$ cat src/rtl/gq_ctrl_pkg.sv
// Function
// RULE1: Request word: favored byte high, source low.
// RULE2: Request stores are favored byte or full word.
// RULE3: Device loads source field on signalling.
// RULE4: Firmware clears every global routing mask first.
// RULE5: Hardware reads masks; software reads and writes.
// RULE6: Per-processor change mask is 32-bit one-hot.
// RULE7: Mask bit is processor number modulo 32.
// RULE8: Enable ORs mask in; disable ANDs complement.
// RULE9: Device routes only to available processors.
// RULE10: Available mask exists from system initialization.
// RULE11: Mask addresses are aligned 32-bit words only.
// RULE12: Write through write address, verify via read.
// RULE13: Matching read means new interrupts use mask.
// RULE14: Matching read means new global interrupts follow.
// RULE15: Device offers separate write and read addresses.
// RULE16: Poll with pauses; tolerate in-flight old interrupts.
// RULE17: Descriptor: count, wtype, wbase, rtype, rbase words.
// RULE18: Access type 0 memory, 1 machine dependent.
// RULE19: Device keeps available mask in checked storage.
// RULE20: Favored byte 0xFF means empty queue.
// RULE21: Mask word at base plus four per 32.
`default_nettype none

package gq_ctrl_pkg;

  // ****************************************
  // Timing
  // ****************************************
  localparam int CLK_PERIOD_NS = 5;    // System clock period
  localparam int POLL_PAUSE_NS = 100;  // Least pause between unchanged reads
  // Least time, so round up to whole cycles
  localparam int POLL_PAUSE_CYC = (POLL_PAUSE_NS + CLK_PERIOD_NS - 1) / CLK_PERIOD_NS;

  // ****************************************
  // Boot descriptor layout
  // ****************************************
  localparam logic [2:0] DESC_COUNT = 3'h0;  // Processor count at byte 0
  localparam logic [2:0] DESC_WTYPE = 3'h1;  // Write access type at byte 4
  localparam logic [2:0] DESC_WBASE = 3'h2;  // Write base at byte 8
  localparam logic [2:0] DESC_RTYPE = 3'h3;  // Read access type at byte 12
  localparam logic [2:0] DESC_RBASE = 3'h4;  // Read base at byte 16
  localparam logic [31:0] ACCESS_MEMORY = 32'h0;   // Plain memory-mapped
  localparam logic [31:0] ACCESS_MACHINE = 32'h1;  // Machine-dependent method

  // ****************************************
  // Request word and masks
  // ****************************************
  localparam logic [7:0] FAVORED_EMPTY = 8'hFF;  // Empty queue marker
  localparam logic [3:0] BE_FAVORED = 4'h8;      // Most significant byte only
  localparam logic [3:0] BE_FULL = 4'hF;         // All four bytes
  localparam logic [31:0] MASK_NONE = 32'h0;     // No processor available
  localparam logic [31:0] MASK_BIT0 = 32'h1;     // One-hot seed
  localparam logic [7:0] RESET_BYTE = 8'h0;      // Reset value of small counters

  // ****************************************
  // Error codes
  // ****************************************
  localparam logic [1:0] ERR_NONE = 2'h0;     // No error
  localparam logic [1:0] ERR_LAYOUT = 2'h1;   // Unusable access type or base
  localparam logic [1:0] ERR_TIMEOUT = 2'h2;  // Change never showed on read
  localparam logic [1:0] ERR_CPU = 2'h3;      // Processor number out of range

  // Command set
  typedef enum logic [2:0] {
    OP_CPU_ON,
    OP_CPU_OFF,
    OP_REQ_BYTE,
    OP_REQ_FULL,
    OP_REQ_EMPTY
  } op_e;

  // Which mask a processor command changes
  typedef enum logic {
    TGT_AVAIL,
    TGT_GLOBAL
  } target_e;

endpackage : gq_ctrl_pkg

`default_nettype wire

$ cat src/rtl/rmw_if.sv
`timescale 1ns/1ps
`default_nettype none

// Read-modify-write helper signals between controller and mask unit
interface rmw_if #(
  parameter int CPU_W = 8
);
  logic [CPU_W-1:0] cpu;  // Processor number
  logic [31:0] wbase;     // Write base of mask words
  logic [31:0] rbase;     // Read base of mask words
  logic [31:0] old_word;  // Word read back
  logic turn_on;          // Enable or disable
  logic [31:0] waddr;     // Word write address
  logic [31:0] raddr;     // Word read address
  logic [31:0] mask;      // One-hot processor mask
  logic [31:0] new_word;  // Merged word

  modport calc (
    input cpu, wbase, rbase, old_word, turn_on,
    output waddr, raddr, mask, new_word
  );
  modport user (
    output cpu, wbase, rbase, old_word, turn_on,
    input waddr, raddr, mask, new_word
  );
endinterface : rmw_if

`default_nettype wire

$ cat src/rtl/mask_unit.sv
`timescale 1ns/1ps
`default_nettype none

// Builds the processor mask, its word address and the merged word
module mask_unit #(
  parameter int CPU_W = 8
) (
  rmw_if.calc port
);

  logic [31:0] ofs;  // Byte offset of the processor's word

  // ****************************************
  // Address, mask and merge
  // ****************************************
  always_comb
  begin
    // RULE21: four bytes per 32
    ofs = {{(32 - CPU_W + 3){1'b0}}, port.cpu[CPU_W-1:5], 2'b00};
    port.waddr = port.wbase + ofs;
    port.raddr = port.rbase + ofs;
    // RULE7: modulo 32 select
    // RULE6: single bit set
    port.mask = gq_ctrl_pkg::MASK_BIT0 << port.cpu[4:0];
    // RULE8: OR in or AND out
    if (port.turn_on)
    begin
      port.new_word = port.old_word | port.mask;
    end
    else
    begin
      port.new_word = port.old_word & ~port.mask;
    end
  end

endmodule : mask_unit

`default_nettype wire

$ cat src/rtl/gq_ctrl.sv
`timescale 1ns/1ps
`default_nettype none

// Host controller for routing masks and the global queue request word
module gq_ctrl #(
  parameter int CPU_W = 8,       // Processor number width
  parameter int MAX_POLLS = 64   // Reads before giving up on a change
) (
  input wire logic clock_i,
  input wire logic resetn_i,
  input wire logic [31:0] desc_addr_i,
  input wire logic [31:0] gq_wbase_i,
  input wire logic [31:0] gq_rbase_i,
  input wire logic [31:0] gq_req_addr_i,
  input wire logic cmd_valid_i,
  input wire gq_ctrl_pkg::op_e cmd_op_i,
  input wire gq_ctrl_pkg::target_e cmd_target_i,
  input wire logic [CPU_W-1:0] cmd_cpu_i,
  input wire logic [31:0] cmd_data_i,
  output logic cmd_ready_o,
  output logic done_o,
  output logic error_o,
  output logic [1:0] error_code_o,
  output logic [31:0] result_o,
  output logic [31:0] bus_addr_o,
  output logic bus_rd_o,
  output logic bus_wr_o,
  output logic [3:0] bus_be_o,
  output logic [31:0] bus_wdata_o,
  input wire logic [31:0] bus_rdata_i,
  input wire logic bus_ack_i
);

  // ****************************************
  // Elaboration checks
  // ****************************************
  if (CPU_W < 5 || CPU_W > 16)
  begin : g_bad_cpu_w
    $error("CPU_W must be 5 to 16");
  end
  if (MAX_POLLS < 1 || MAX_POLLS > 256)
  begin : g_bad_polls
    $error("MAX_POLLS must be 1 to 256");
  end
  if (gq_ctrl_pkg::POLL_PAUSE_CYC < 1 || gq_ctrl_pkg::POLL_PAUSE_CYC > 256)
  begin : g_bad_pause
    $error("pause count out of range");
  end

  localparam logic [7:0] LAST_POLL = 8'(MAX_POLLS - 1);
  localparam logic [7:0] PAUSE_LAST = 8'(gq_ctrl_pkg::POLL_PAUSE_CYC - 1);
  localparam logic [CPU_W:0] CPU_STEP = (CPU_W + 1)'(32);

  // Controller states
  typedef enum logic [2:0] {
    S_DESC,
    S_INIT,
    S_IDLE,
    S_REQ,
    S_RD_OLD,
    S_WR_NEW,
    S_POLL,
    S_GAP
  } state_e;

  // All controller state
  typedef struct packed {
    state_e st;
    logic [31:0] addr;
    logic [31:0] wdata;
    logic [3:0] be;
    logic rd;
    logic wr;
    logic [2:0] didx;
    logic bad;
    logic [31:0] nproc;
    logic [31:0] wbase;
    logic [31:0] rbase;
    gq_ctrl_pkg::op_e op;
    logic tgt;
    logic [CPU_W-1:0] cpu;
    logic [31:0] expect_word;
    logic [7:0] polls;
    logic [7:0] gap;
    logic ready;
    logic done;
    logic err;
    logic [1:0] code;
    logic [31:0] result;
  } state_s;

  state_s s_reg;   // Registered state
  state_s s_next;  // Next state
  logic [CPU_W:0] cpu_up;  // Next word's first processor during clearing
  logic cpu_ok;            // Commanded processor exists
  logic layout_ok;         // Bases of chosen mask are word aligned

  rmw_if #(.CPU_W(CPU_W)) rmw ();

  mask_unit #(.CPU_W(CPU_W)) u_mask (
    .port(rmw.calc)
  );

  // ****************************************
  // Mask unit feed
  // ****************************************
  assign rmw.cpu = s_reg.cpu;
  assign rmw.wbase = s_reg.tgt ? gq_wbase_i : s_reg.wbase;
  assign rmw.rbase = s_reg.tgt ? gq_rbase_i : s_reg.rbase;
  assign rmw.old_word = bus_rdata_i;
  assign rmw.turn_on = (s_reg.op == gq_ctrl_pkg::OP_CPU_ON);
  assign cpu_up = {1'b0, s_reg.cpu} + CPU_STEP;
  assign cpu_ok = ({{(32 - CPU_W){1'b0}}, cmd_cpu_i} < s_reg.nproc);
  // RULE11: aligned words only
  assign layout_ok = (cmd_target_i == gq_ctrl_pkg::TGT_GLOBAL)
                     ? (gq_wbase_i[1:0] == 2'b00 && gq_rbase_i[1:0] == 2'b00) : 1'b1;

  // ****************************************
  // Next-state logic
  // ****************************************
  always_comb
  begin
    s_next = s_reg;
    s_next.done = 1'b0;
    s_next.err = 1'b0;
    unique case (s_reg.st)
      // Fetch the five descriptor words
      S_DESC:
      begin
        if (!s_reg.rd)
        begin
          // RULE17: word at index times four
          s_next.addr = desc_addr_i + {27'h0, s_reg.didx, 2'b00};
          s_next.rd = 1'b1;
        end
        else if (bus_ack_i)
        begin
          s_next.rd = 1'b0;
          s_next.didx = s_reg.didx + 3'h1;
          unique case (s_reg.didx)
            gq_ctrl_pkg::DESC_COUNT: s_next.nproc = bus_rdata_i;
            gq_ctrl_pkg::DESC_WBASE:
            begin
              s_next.wbase = bus_rdata_i;
              s_next.bad = s_reg.bad | (bus_rdata_i[1:0] != 2'b00);
            end
            gq_ctrl_pkg::DESC_RBASE:
            begin
              s_next.rbase = bus_rdata_i;
              s_next.bad = s_reg.bad | (bus_rdata_i[1:0] != 2'b00);
            end
            // RULE18: only memory access usable
            default: s_next.bad = s_reg.bad | (bus_rdata_i != gq_ctrl_pkg::ACCESS_MEMORY);
          endcase
          if (s_reg.didx == gq_ctrl_pkg::DESC_RBASE)
          begin
            s_next.tgt = gq_ctrl_pkg::TGT_GLOBAL;
            s_next.cpu = '0;
            s_next.st = S_INIT;
          end
        end
      end
      // Clear every global mask word in range
      S_INIT:
      begin
        if (s_reg.bad)
        begin
          // Unusable layout: report once and stay out of service
          s_next.err = !s_reg.err && (s_reg.code == gq_ctrl_pkg::ERR_NONE);
          s_next.code = gq_ctrl_pkg::ERR_LAYOUT;
        end
        else if (s_reg.nproc == gq_ctrl_pkg::MASK_NONE)
        begin
          s_next.st = S_IDLE;
        end
        else if (!s_reg.wr)
        begin
          // RULE4: no processor available
          s_next.addr = rmw.waddr;
          s_next.wdata = gq_ctrl_pkg::MASK_NONE;
          s_next.be = gq_ctrl_pkg::BE_FULL;
          s_next.wr = 1'b1;
        end
        else if (bus_ack_i)
        begin
          s_next.wr = 1'b0;
          s_next.cpu = cpu_up[CPU_W-1:0];
          if (cpu_up[CPU_W] || {{(31 - CPU_W){1'b0}}, cpu_up} >= s_reg.nproc)
          begin
            s_next.st = S_IDLE;
          end
        end
      end
      // Take one command
      S_IDLE:
      begin
        if (cmd_valid_i)
        begin
          s_next.op = cmd_op_i;
          s_next.tgt = cmd_target_i;
          s_next.cpu = cmd_cpu_i;
          s_next.code = gq_ctrl_pkg::ERR_NONE;
          if (cmd_op_i == gq_ctrl_pkg::OP_CPU_ON || cmd_op_i == gq_ctrl_pkg::OP_CPU_OFF)
          begin
            if (!cpu_ok)
            begin
              s_next.err = 1'b1;
              s_next.code = gq_ctrl_pkg::ERR_CPU;
            end
            else if (!layout_ok)
            begin
              s_next.err = 1'b1;
              s_next.code = gq_ctrl_pkg::ERR_LAYOUT;
            end
            else
            begin
              s_next.st = S_RD_OLD;
            end
          end
          else
          begin
            // RULE2: byte or full store
            s_next.addr = gq_req_addr_i;
            s_next.wr = 1'b1;
            s_next.st = S_REQ;
            // RULE1: favored byte on top
            if (cmd_op_i == gq_ctrl_pkg::OP_REQ_FULL)
            begin
              s_next.be = gq_ctrl_pkg::BE_FULL;
              s_next.wdata = cmd_data_i;
            end
            else if (cmd_op_i == gq_ctrl_pkg::OP_REQ_BYTE)
            begin
              s_next.be = gq_ctrl_pkg::BE_FAVORED;
              s_next.wdata = {cmd_data_i[7:0], 24'h0};
            end
            else
            begin
              // RULE20: 0xFF empties queue
              s_next.be = gq_ctrl_pkg::BE_FAVORED;
              s_next.wdata = {gq_ctrl_pkg::FAVORED_EMPTY, 24'h0};
            end
          end
        end
      end
      // Single request store
      S_REQ:
      begin
        if (bus_ack_i)
        begin
          s_next.wr = 1'b0;
          s_next.done = 1'b1;
          s_next.st = S_IDLE;
        end
      end
      // Read the current mask word
      S_RD_OLD:
      begin
        if (!s_reg.rd)
        begin
          // RULE5: only read side read
          s_next.addr = rmw.raddr;
          s_next.rd = 1'b1;
        end
        else if (bus_ack_i)
        begin
          // RULE8: merged word written back
          s_next.rd = 1'b0;
          s_next.wdata = rmw.new_word;
          s_next.expect_word = rmw.new_word;
          s_next.st = S_WR_NEW;
        end
      end
      // Store the merged word
      S_WR_NEW:
      begin
        if (!s_reg.wr)
        begin
          // RULE12: store through write address
          s_next.addr = rmw.waddr;
          s_next.be = gq_ctrl_pkg::BE_FULL;
          s_next.wr = 1'b1;
        end
        else if (bus_ack_i)
        begin
          s_next.wr = 1'b0;
          s_next.polls = gq_ctrl_pkg::RESET_BYTE;
          s_next.st = S_POLL;
        end
      end
      // Read back until the change shows
      S_POLL:
      begin
        if (!s_reg.rd)
        begin
          // RULE12: verify through read address
          s_next.addr = rmw.raddr;
          s_next.rd = 1'b1;
        end
        else if (bus_ack_i)
        begin
          s_next.rd = 1'b0;
          // RULE13: match means mask in force
          // RULE14: same for global masks
          if (bus_rdata_i == s_reg.expect_word)
          begin
            s_next.done = 1'b1;
            s_next.result = bus_rdata_i;
            s_next.st = S_IDLE;
          end
          else if (s_reg.polls == LAST_POLL)
          begin
            s_next.err = 1'b1;
            s_next.code = gq_ctrl_pkg::ERR_TIMEOUT;
            s_next.result = bus_rdata_i;
            s_next.st = S_IDLE;
          end
          else
          begin
            s_next.polls = s_reg.polls + 8'h1;
            s_next.gap = PAUSE_LAST;
            s_next.st = S_GAP;
          end
        end
      end
      // RULE16: pause between unchanged reads
      S_GAP:
      begin
        s_next.gap = s_reg.gap - 8'h1;
        if (s_reg.gap == gq_ctrl_pkg::RESET_BYTE)
        begin
          s_next.st = S_POLL;
        end
      end
    endcase
    s_next.ready = (s_next.st == S_IDLE);
  end

  // ****************************************
  // State register
  // ****************************************
  always_ff @(posedge clock_i or negedge resetn_i)
  begin
    if (!resetn_i)
    begin
      s_reg <= '{st: S_DESC, op: gq_ctrl_pkg::OP_CPU_ON, default: '0};
    end
    else
    begin
      s_reg <= s_next;
    end
  end

  assign cmd_ready_o = s_reg.ready;
  assign done_o = s_reg.done;
  assign error_o = s_reg.err;
  assign error_code_o = s_reg.code;
  assign result_o = s_reg.result;
  assign bus_addr_o = s_reg.addr;
  assign bus_rd_o = s_reg.rd;
  assign bus_wr_o = s_reg.wr;
  assign bus_be_o = s_reg.be;
  assign bus_wdata_o = s_reg.wdata;
endmodule : gq_ctrl

`default_nettype wire

$ cat config.mk
export PLATFORM = sky130hd
export DESIGN_NAME = gq_ctrl
export DESIGN_NICKNAME = d
export VERILOG_FILES = /design/src/rtl/gq_ctrl_pkg.sv /design/src/rtl/rmw_if.sv /design/src/rtl/mask_unit.sv /design/src/rtl/gq_ctrl.sv
export SDC_FILE = /design/constraint.sdc
export NUM_CORES = 1
export LEC_CHECK = 0
export ABC_CLOCK_PERIOD_IN_PS = 6400
export BUFFER_PORTS_ARGS = -buffer_cell sky130_fd_sc_hd__buf_2
export CAP_MARGIN = 40
export CORE_MARGIN = 4
export CORE_UTILIZATION = 60
export DETAILED_ROUTE_END_ITERATION = 6
export MAX_ROUTING_LAYER = met4
export PLACE_DENSITY = 0.89
export SETUP_SLACK_MARGIN = 0.02
export SYNTH_ARGS = -nofsm -noshare
export SYNTH_HDL_FRONTEND = slang
export SYNTH_HIERARCHICAL = 1
export SYNTH_SLANG_ARGS = --single-unit
$ cat constraint.sdc
create_clock -name clock_i -period 6.4 [get_ports clock_i]
set_clock_uncertainty 0.15 [all_clocks]
set_input_delay 1.6 -clock clock_i [delete_from_list [all_inputs] [get_ports clock_i]]
set_output_delay 1.6 -clock clock_i [all_outputs]
set_load 0.02 [all_outputs]
== After elaboration in Yosys (flattened, before gate mapping) ==
Cells that the tools add are included.
Word-level totals
  flip-flop bits (word level): 270
  input bits: 208
  output and inout port bits: 107
  logic and storage cells: 206
Cells by class
  add/subtract/negate cells: 7
  magnitude comparators: 2
  equality and inequality tests: 39
  shift operators: 1
  mux-type cells: 83
  bitwise gates (word level): 6
  reductions and logical operators: 46
Operator list (count)
  2-to-1 mux 32 bit: 9
  2-to-1 mux 68 bit: 3
  case mux 32 bit (5 select lines): 1
  2-to-1 mux 36 bit: 4
  2-to-1 mux 71 bit: 2
  adder 32 x 5 -> 32 bit: 3
  case mux 32 bit (3 select lines): 1
  2-to-1 mux 3 bit: 26
  2-to-1 mux 16 bit: 4
  2-to-1 mux 8 bit: 6
  inequality test 2 bit, second input constant: 24
  2-to-1 mux 9 bit: 4
  2-to-1 mux 35 bit: 1
  AND 32 bit: 1
  equality test 32 bit: 1
  greater-or-equal comparator 9 x 32 -> 1 bit: 1
  zero test 32 bit: 1
  less-than comparator 8 x 32 -> 1 bit: 1
  NOT 32 bit: 1
  bitwise OR 32 bit: 1
  case mux 8 bit (2 select lines): 2
  nonzero test 32 bit: 1
  left shift 1 x 5 -> 32 bit, first input constant: 1
  case mux 3 bit (8 select lines): 1
  37 further kinds: 84

== Logic depth before layout (Yosys ltp) ==
Gate-level depths: netlist (run 1).
  depth in word-level cells: 10
  mapped depth: 12
  gate-level depth less buffers: 10

== Cells and area by module ==
Netlist (run 1), hierarchy kept.
By module, submodules not included
  gq_ctrl: times used 1, cells each 1320, area an instance 14731.6 um^2, sequential area each 6706.4 um^2
  mask_unit: times used 1, cells each 259, area an instance 1905.6 um^2, sequential area each 0.0 um^2

== Worst setup path after synthesis (run 1) ==
No wires, ideal clock.
  kind: input to register
  start: input port gq_rbase_i[2]
  end: register s_reg, in the netlist bus_addr_o[20]
  library setup time: 125 ps
  data arrival time: 3757 ps
  required time: 6125 ps
  path slack: 2369 ps
  stages on the path: 10
  path buffers: 0
  cell sequence: mux2_2 ha_1 fa_1 a21oi_1 nor3_4 nand4_1 xnor2_1 a222oi_1 o21ai_0 mux2_2
Between the ends
  cells in the longest elaborated chain, start to end: 4
Ends and longest elaborated chain
  start, declared: RTL line gq_ctrl.sv:13  | input wire logic [31:0] gq_rbase_i,
  2-to-1 mux 32 bit: RTL line gq_ctrl.sv:109  | assign rmw.rbase = s_reg.tgt ? gq_rbase_i : s_reg.rbase;
  adder 32 x 5 -> 32 bit: RTL line mask_unit.sv:21  | port.raddr = port.rbase + ofs;
  net rmw.raddr[20]: RTL line rmw_if.sv:14  | logic [31:0] raddr;
  2-to-1 mux 32 bit: RTL line gq_ctrl.sv:259, gq_ctrl.sv:294
  case mux 32 bit (5 select lines): RTL line gq_ctrl.sv:126  | unique case (s_reg.st)
  end signal, assigned: RTL line gq_ctrl.sv:350  | s_reg <= s_next;
  end, declared: RTL line gq_ctrl.sv:92  | state_s s_reg;
The timed path passes the listed nets, and every way through them passes these cells. The select of a mux whose other input is x is not followed.
A chain may end at the register's enable or synchronous reset.

== Worst setup path after layout (run 1) ==
  start: input port gq_rbase_i[4]
  end: register s_reg, in the netlist bus_addr_o[17]
Between the ends
  cells in the longest elaborated chain, start to end: 4
Ends and longest elaborated chain
  2-to-1 mux 32 bit: RTL line gq_ctrl.sv:109
  net rmw.rbase[4]: RTL line rmw_if.sv:10  | logic [31:0] rbase;
  adder 32 x 5 -> 32 bit: RTL line mask_unit.sv:21
  net rmw.raddr[17]: RTL line rmw_if.sv:14
  2-to-1 mux 32 bit: RTL line gq_ctrl.sv:259, gq_ctrl.sv:294
  case mux 32 bit (5 select lines): RTL line gq_ctrl.sv:126
The timed path passes the listed nets, and every way through them passes these cells. The select of a mux whose other input is x is not followed.

==> reports/metrics.cfg, run 1 <==
[placed_design]
port_buffers = 314
place.gp.congestion = 0.992
dp_slack_ns = 1.70
placed_cells = 2104
hpwl_um = 38300

[route]
routed_via_density = 6.42
routed_wl_um = 51900
drt_pre_antenna_iters = 7
route.detailed.drc = 7
wl_per_cell_um = 24.1
vias = 13819
ant_nets = 0
drtIter0Drc = 1807

[cells_and_area]
drive_above_1_share_pct = 38.9
instances_no_fill = 2153
nets = 2005
area_delta_synth_final_pct = 12.4
fillers = 2000
largest_reg_flops = 155
fin_util_pct = 69.0

[setup_path]
cp.required_ns = 6.68
r2r_end = bus_addr_o[30]
crit_fanout = 12
worstRegToRegCells = 10
cp.arrival_ns = 4.62
rrSetupSlack_ns = 2.25
cp-end-kind = flop
start_kind = input port
critical_path_class = input port to flop
r2r_start = s_reg[93]

[floorplan]
ios = 315
die-area_um2 = 30500
die_w_um = 175
core_area_um2 = 27100
die_h_um = 175
num_rows = 60
initial_core_util_pct = 61.4

[power]
vdd_drop_max_mv = 0.261
p_leak_nw = 8.92
p_int_mw = 4.65
switching_power_mw = 3.18
seq_power_share_pct = 34.5
pwr-share-clk_pct = 20.9
comb_power_share_pct = 44.7
switching_share_pct = 40.7
p_per_area_nw_per_um2 = 419

[clocking]
post_cts_buffers = 0
cts_hold_buf = 0
clockRootBuffer = clkbuf_16
clk_pin_slew_ns = 0.06
clock_latency_ns = 0.54
htree_levels = 1
cts.sinks = 268
numCtsBuffers = 28
clock_path_buffers = 3
cts_tree = yes
cts_resized = 0

[global_route]
grt_max_degree = 138
grt_util_all_layers_pct = 33.8
antenna_found_initial = 4
grt_pass1_wl_um = 79100
grt_overflow = 0
grt_pass1_vias = 13612

[synthesis]
synth_edf_count = 0
synth_top_family_by_area = multiplexers
synth_nets = 1822
synth_seq_cells = 268
muxShareOfSynthArea_pct = 20.6
syn-cell-area_um2 = 16600
synthTopCellsByArea = dfrtp_1, mux2_2, buf_4
yosys_warnings = 6
syn-instance-count = 1579
synth_xor_area_share_pct = 6.57
synth_async_sr_flop_share_pct = 100
ys_top_cells_by_count = dfrtp_1, mux2_2, nor2_1
synth_compound_area_share_pct = 9.55
synth.avg_cell_area_um2 = 10.5
synthAdderAreaFrac_pct = 2.77
post-synth-top-area-fraction_pct = 40.3
yosysUniqueCellTypes = 76
ys.flop_type = dfrtp_1
synth_most_common_cell = dfrtp_1
ys_seq_area_share_pct = 40.3
synthSimpleGateAreaFrac_pct = 12.7
synth_area_leader_cell = dfrtp_1

[flow_run]
cap_violations = 0

[timing]
finalCriticalPeriod_ns = 4.34
timing.final.crit_share_pct = 67.8
slew_headroom_pct = 38.0
clock.fmax_mhz = 231
slew_violations = 0
fin_ws_ns = 2.06
setup_viol_count_final = 0
tightest_slew_ns = 0.931
rsz0062_at_grt = false
tns_ns = 0
timing_hold_violations_final = 0

[outcome]
violations = design-rule violations
status = finished with violations

[hold_path]
hp-class = flop to flop
hp-start = bus_be_o[3]
hold_end = bus_be_o[3]
hold_depth = 1

==> metal layers <==
metal,share of wire [%],track usage [%]
met2,46,51.2
met4,4.4,12.9
met5,0,-
met1,40,45.6
met3,10,6.15
==> layout make-up <==
class	count	area, um^2	area share [%]
inverters	32	120	0.642
diodes	4	10.0	0.0535
repair buffers	334	1770	9.46
well taps	372	465	2.49
clock buffers	41	831	4.44
clock inverters	4	72.6	0.388
flip-flops and latches	268	6710	35.9
multi-input cells	1098	8730	46.7
==> through the flow <==
| stage | total power [mW] | hold WS (ns) | cell area, um^2 |
|---|---|---|---|
| floorplan | 5.32 | 0.291 | 16600 |
| global placement | 5.97 | 0.299 | 17700 |
| detailed placement | 6.12 | 0.300 | 17800 |
| CTS | 7.77 | 0.321 | 18700 |
| global route | 8.24 | 0.331 | 18700 |
| finish | 7.83 | 0.322 | 18700 |
==> logic make-up after synthesis <==
family          Yosys count
buf+inv                 213
compound gates          237
mux                     295
flops                   268
fa+ha+maj                35
simple gates            407
xor+xnor                124
==> how the worst max path moves through the flow <==
| stage | cells past startpoint | slack [ns] | to | from |
|---|---|---|---|---|
| after global placement | 10 | 1.66 | bus_addr_o[31] | gq_rbase_i[4] |
| after floorplan | 10 | 2.37 | bus_addr_o[20] | gq_rbase_i[2] |
| after global routing | 10 | 1.91 | bus_addr_o[31] | gq_rbase_i[4] |
| after CTS | 11 | 2.25 | bus_addr_o[30] | gq_wbase_i[2] |
| after detailed placement | 11 | 1.70 | bus_addr_o[30] | gq_wbase_i[2] |
| final | 10 | 2.06 | bus_addr_o[17] | gq_rbase_i[4] |
==> power groups by stage <==
stage	Sequential, mW	Combinational, mW	Clock [mW]
CTS	2.68	3.45	1.64
detailed placement	2.70	3.42	0
floorplan	2.49	2.83	0
finish	2.70	3.50	1.63
global route	2.75	3.77	1.72
global placement	2.67	3.31	0
==> placed cells by master, fill, tap and decap left out, types with 31 or more instances in the layout <==
master	instances
a21oi_1	76
xor2_1	59
inv_1	31
nand2_1	72
nand4_1	35
ha_1	32
buf_2	315
mux2_2	254
xnor2_1	64
o21ai_0	49
nand3_1	45
nor2_1	120
dfrtp_1	267
==> worst max-delay path, stage by stage <==
cell and delay, ns:
buf_2 0.11, mux2_2 0.26, ha_1 0.35, o211ai_1 0.15, nor3b_2 0.68, nand3_1 0.18
xnor2_1 0.17, a222oi_1 0.60, o21ai_0 0.21, mux2_2 0.30
Power figures use the tool's default switching activity.
==> run 2, diff against run 1 <==
Settings changed: ABC_CLOCK_PERIOD_IN_PS 6400 to 4500, CORE_UTILIZATION 60 to 57, PLACE_DENSITY 0.89 to 0.86.
Clock period 6.4 ns to 4.5 ns, I/O delays scaled along.
==> run 2 against run 1 <==
Compared with the run above:
- the run still ends with design-rule violations left
- sequential power is 41% higher
- die area is 5.0% higher
- register-to-register slack worse by 1.4 ns
- final cell count grew 1.5%
- utilization fell by 3.5 points
- non-clock buffer count up 9
==> reports/metrics.cfg, run 2 (synthesis gave the netlist of run 1 again) <==
[cells_and_area]
final_cell_mix = buf_2, dfrtp_1, mux2_2
fin_area_um2 = 18900
final_common_cell = buf_2
drive_above_1_share_pct = 39.6
fillers = 2239
instances_no_fill = 2185
multi_input_area_um2 = 8730
largest_reg_flops = 155
nets = 2015
regArea_um2 = 6710
area_delta_synth_final_pct = 13.4

[placed_design]
place.gp.congestion = 1.05
dp_slack_ns = 0.454
hpwl_um = 38400
placed_cells = 2125
port_buffers = 314
placed_cell_area_um2 = 17900

[clocking]
cts.sinks = 268
cts_hold_buf = 0
clock_path_buffers = 3
cts_resized = 0
clock_latency_ns = 0.56
cts_tree = yes
clockRootBuffer = clkbuf_16
numCtsBuffers = 29
clk_pin_slew_ns = 0.06
htree_levels = 1
post_cts_buffers = 0

[global_route]
grt_overflow = 0
antenna_found_initial = 6
grt_pass1_vias = 13546
grt_max_degree = 83
grt_util_all_layers_pct = 32.0
grt_pass1_wl_um = 77300

[route]
wl_per_cell_um = 23.5
ant_nets = 0
vias = 13746
routed_via_density = 6.29
wl_met3_um = 4820
top_layer = met4
wl_met2_um = 23700
drtIter0Drc = 1718
wl_met1_um = 20800
routed_wl_um = 51400
route.detailed.drc = 3
drt_pre_antenna_iters = 7

[floorplan]
die_w_um = 179
core_area_um2 = 28800
num_rows = 62
die-area_um2 = 32000
initial_core_util_pct = 57.8
ios = 315
die_h_um = 179

[timing]
clock.fmax_mhz = 272
timing.final.crit_share_pct = 81.8
slew_headroom_pct = 50.3
setup_viol_count_final = 0
finalCriticalPeriod_ns = 3.68
rsz0062_at_grt = false
slew_violations = 0
tightest_slew_ns = 0.741
timing_hold_violations_final = 0
fin_ws_ns = 0.817
tns_ns = 0

[setup_path]
cpMaxStageDelayCell = dfrtp_2
cp.required_ns = 4.79
cp.arrival_ns = 3.98
path_buf_inv = 1
cp-end-kind = flop
critPathMaxStageDelay_ns = 0.59
critical_path.top_delay_family = simple AND/OR/NAND/NOR gates
critical_path_class = flop to flop
crit_fanout = 33
crit_top_cell = mux2_2
crit_chain = buf_4 -> mux2_2 -> nand2_1 -> nor3_2 -> nand4_1 -> xnor2_1 -> a222oi_1 -> o21ai_0 -> mux2_2
start_kind = flop

[power]
vdd_drop_max_mv = 0.418
p_per_area_nw_per_um2 = 597
p_leak_nw = 9.01

[flow_run]
cap_violations = 0

[hold_path]
hp-class = flop to flop

[outcome]
violations = design-rule violations
status = finished with violations

## run 2: cell types whose count changed in the layout (fill, tap and decap cells not counted), moves of 2 or more
cell / before / now
buf_2: 315 / 313
buf_4: 14 / 25
clkbuf_1: 6 / 4
clkinv_2: 1 / 8
diode_2: 4 / 7
## run 2: power by group
group	switching [mW]	total, mW	internal, mW
logic	2.93	5.03	2.10
registers	0.636	3.80	3.16
clock network	1.01	2.43	1.42
## run 2: cell type report
class                      instances  share of cell area, %
timing repair buffer             343                   9.75
antenna                            7                 0.0928
tap                              384                   2.55
clock buffer                      40                   4.44
sequential                       268                   35.5
multi-input combinational       1098                   46.3
clock inverter                    13                  0.729
inverter                          32                  0.637
## run 2: routing by layer
metal | up-vias | global-route usage [%]
met5 | - | -
met4 | 0 | 12.0
met3 | 148 | 4.43
met2 | 793 | 48.8
met1 | 6778 | 43.9
li1 | 6027 | -
## run 2: per-stage QoR
stage | total power [mW] | hold slack [ns] | util [%]
floorplan | 7.57 | 0.291 | -
global placement | 8.52 | 0.302 | 62.0
detailed placement | 8.73 | 0.313 | 62.1
CTS | 11.2 | 0.323 | 65.5
global route | 11.9 | 0.338 | 65.6
finish | 11.3 | 0.316 | 65.6
## run 2: worst reg2reg max path, cell delays in order, from the launching register on
cell	delay, ns
dfrtp_2	0.59
buf_4	0.48
mux2_2	0.30
nand2_1	0.16
nor3_2	0.58
nand4_1	0.20
xnor2_1	0.19
a222oi_1	0.48
o21ai_0	0.15
mux2_2	0.29
## run 2: final timing paths
check                           startpoint              to  slack [ns]  depth (start not counted)
min in group asynchronous         resetn_i  bus_addr_o[20]        0.42                          1
worst max register to register   s_reg[93]  bus_addr_o[21]        0.82                          9
max in group asynchronous         resetn_i      s_reg[168]        2.87                          2
worst min register to register     error_o         error_o        0.32                          1
worst max-delay path             s_reg[93]  bus_addr_o[21]        0.82                          9
worst min-delay path               error_o         error_o        0.32                          1
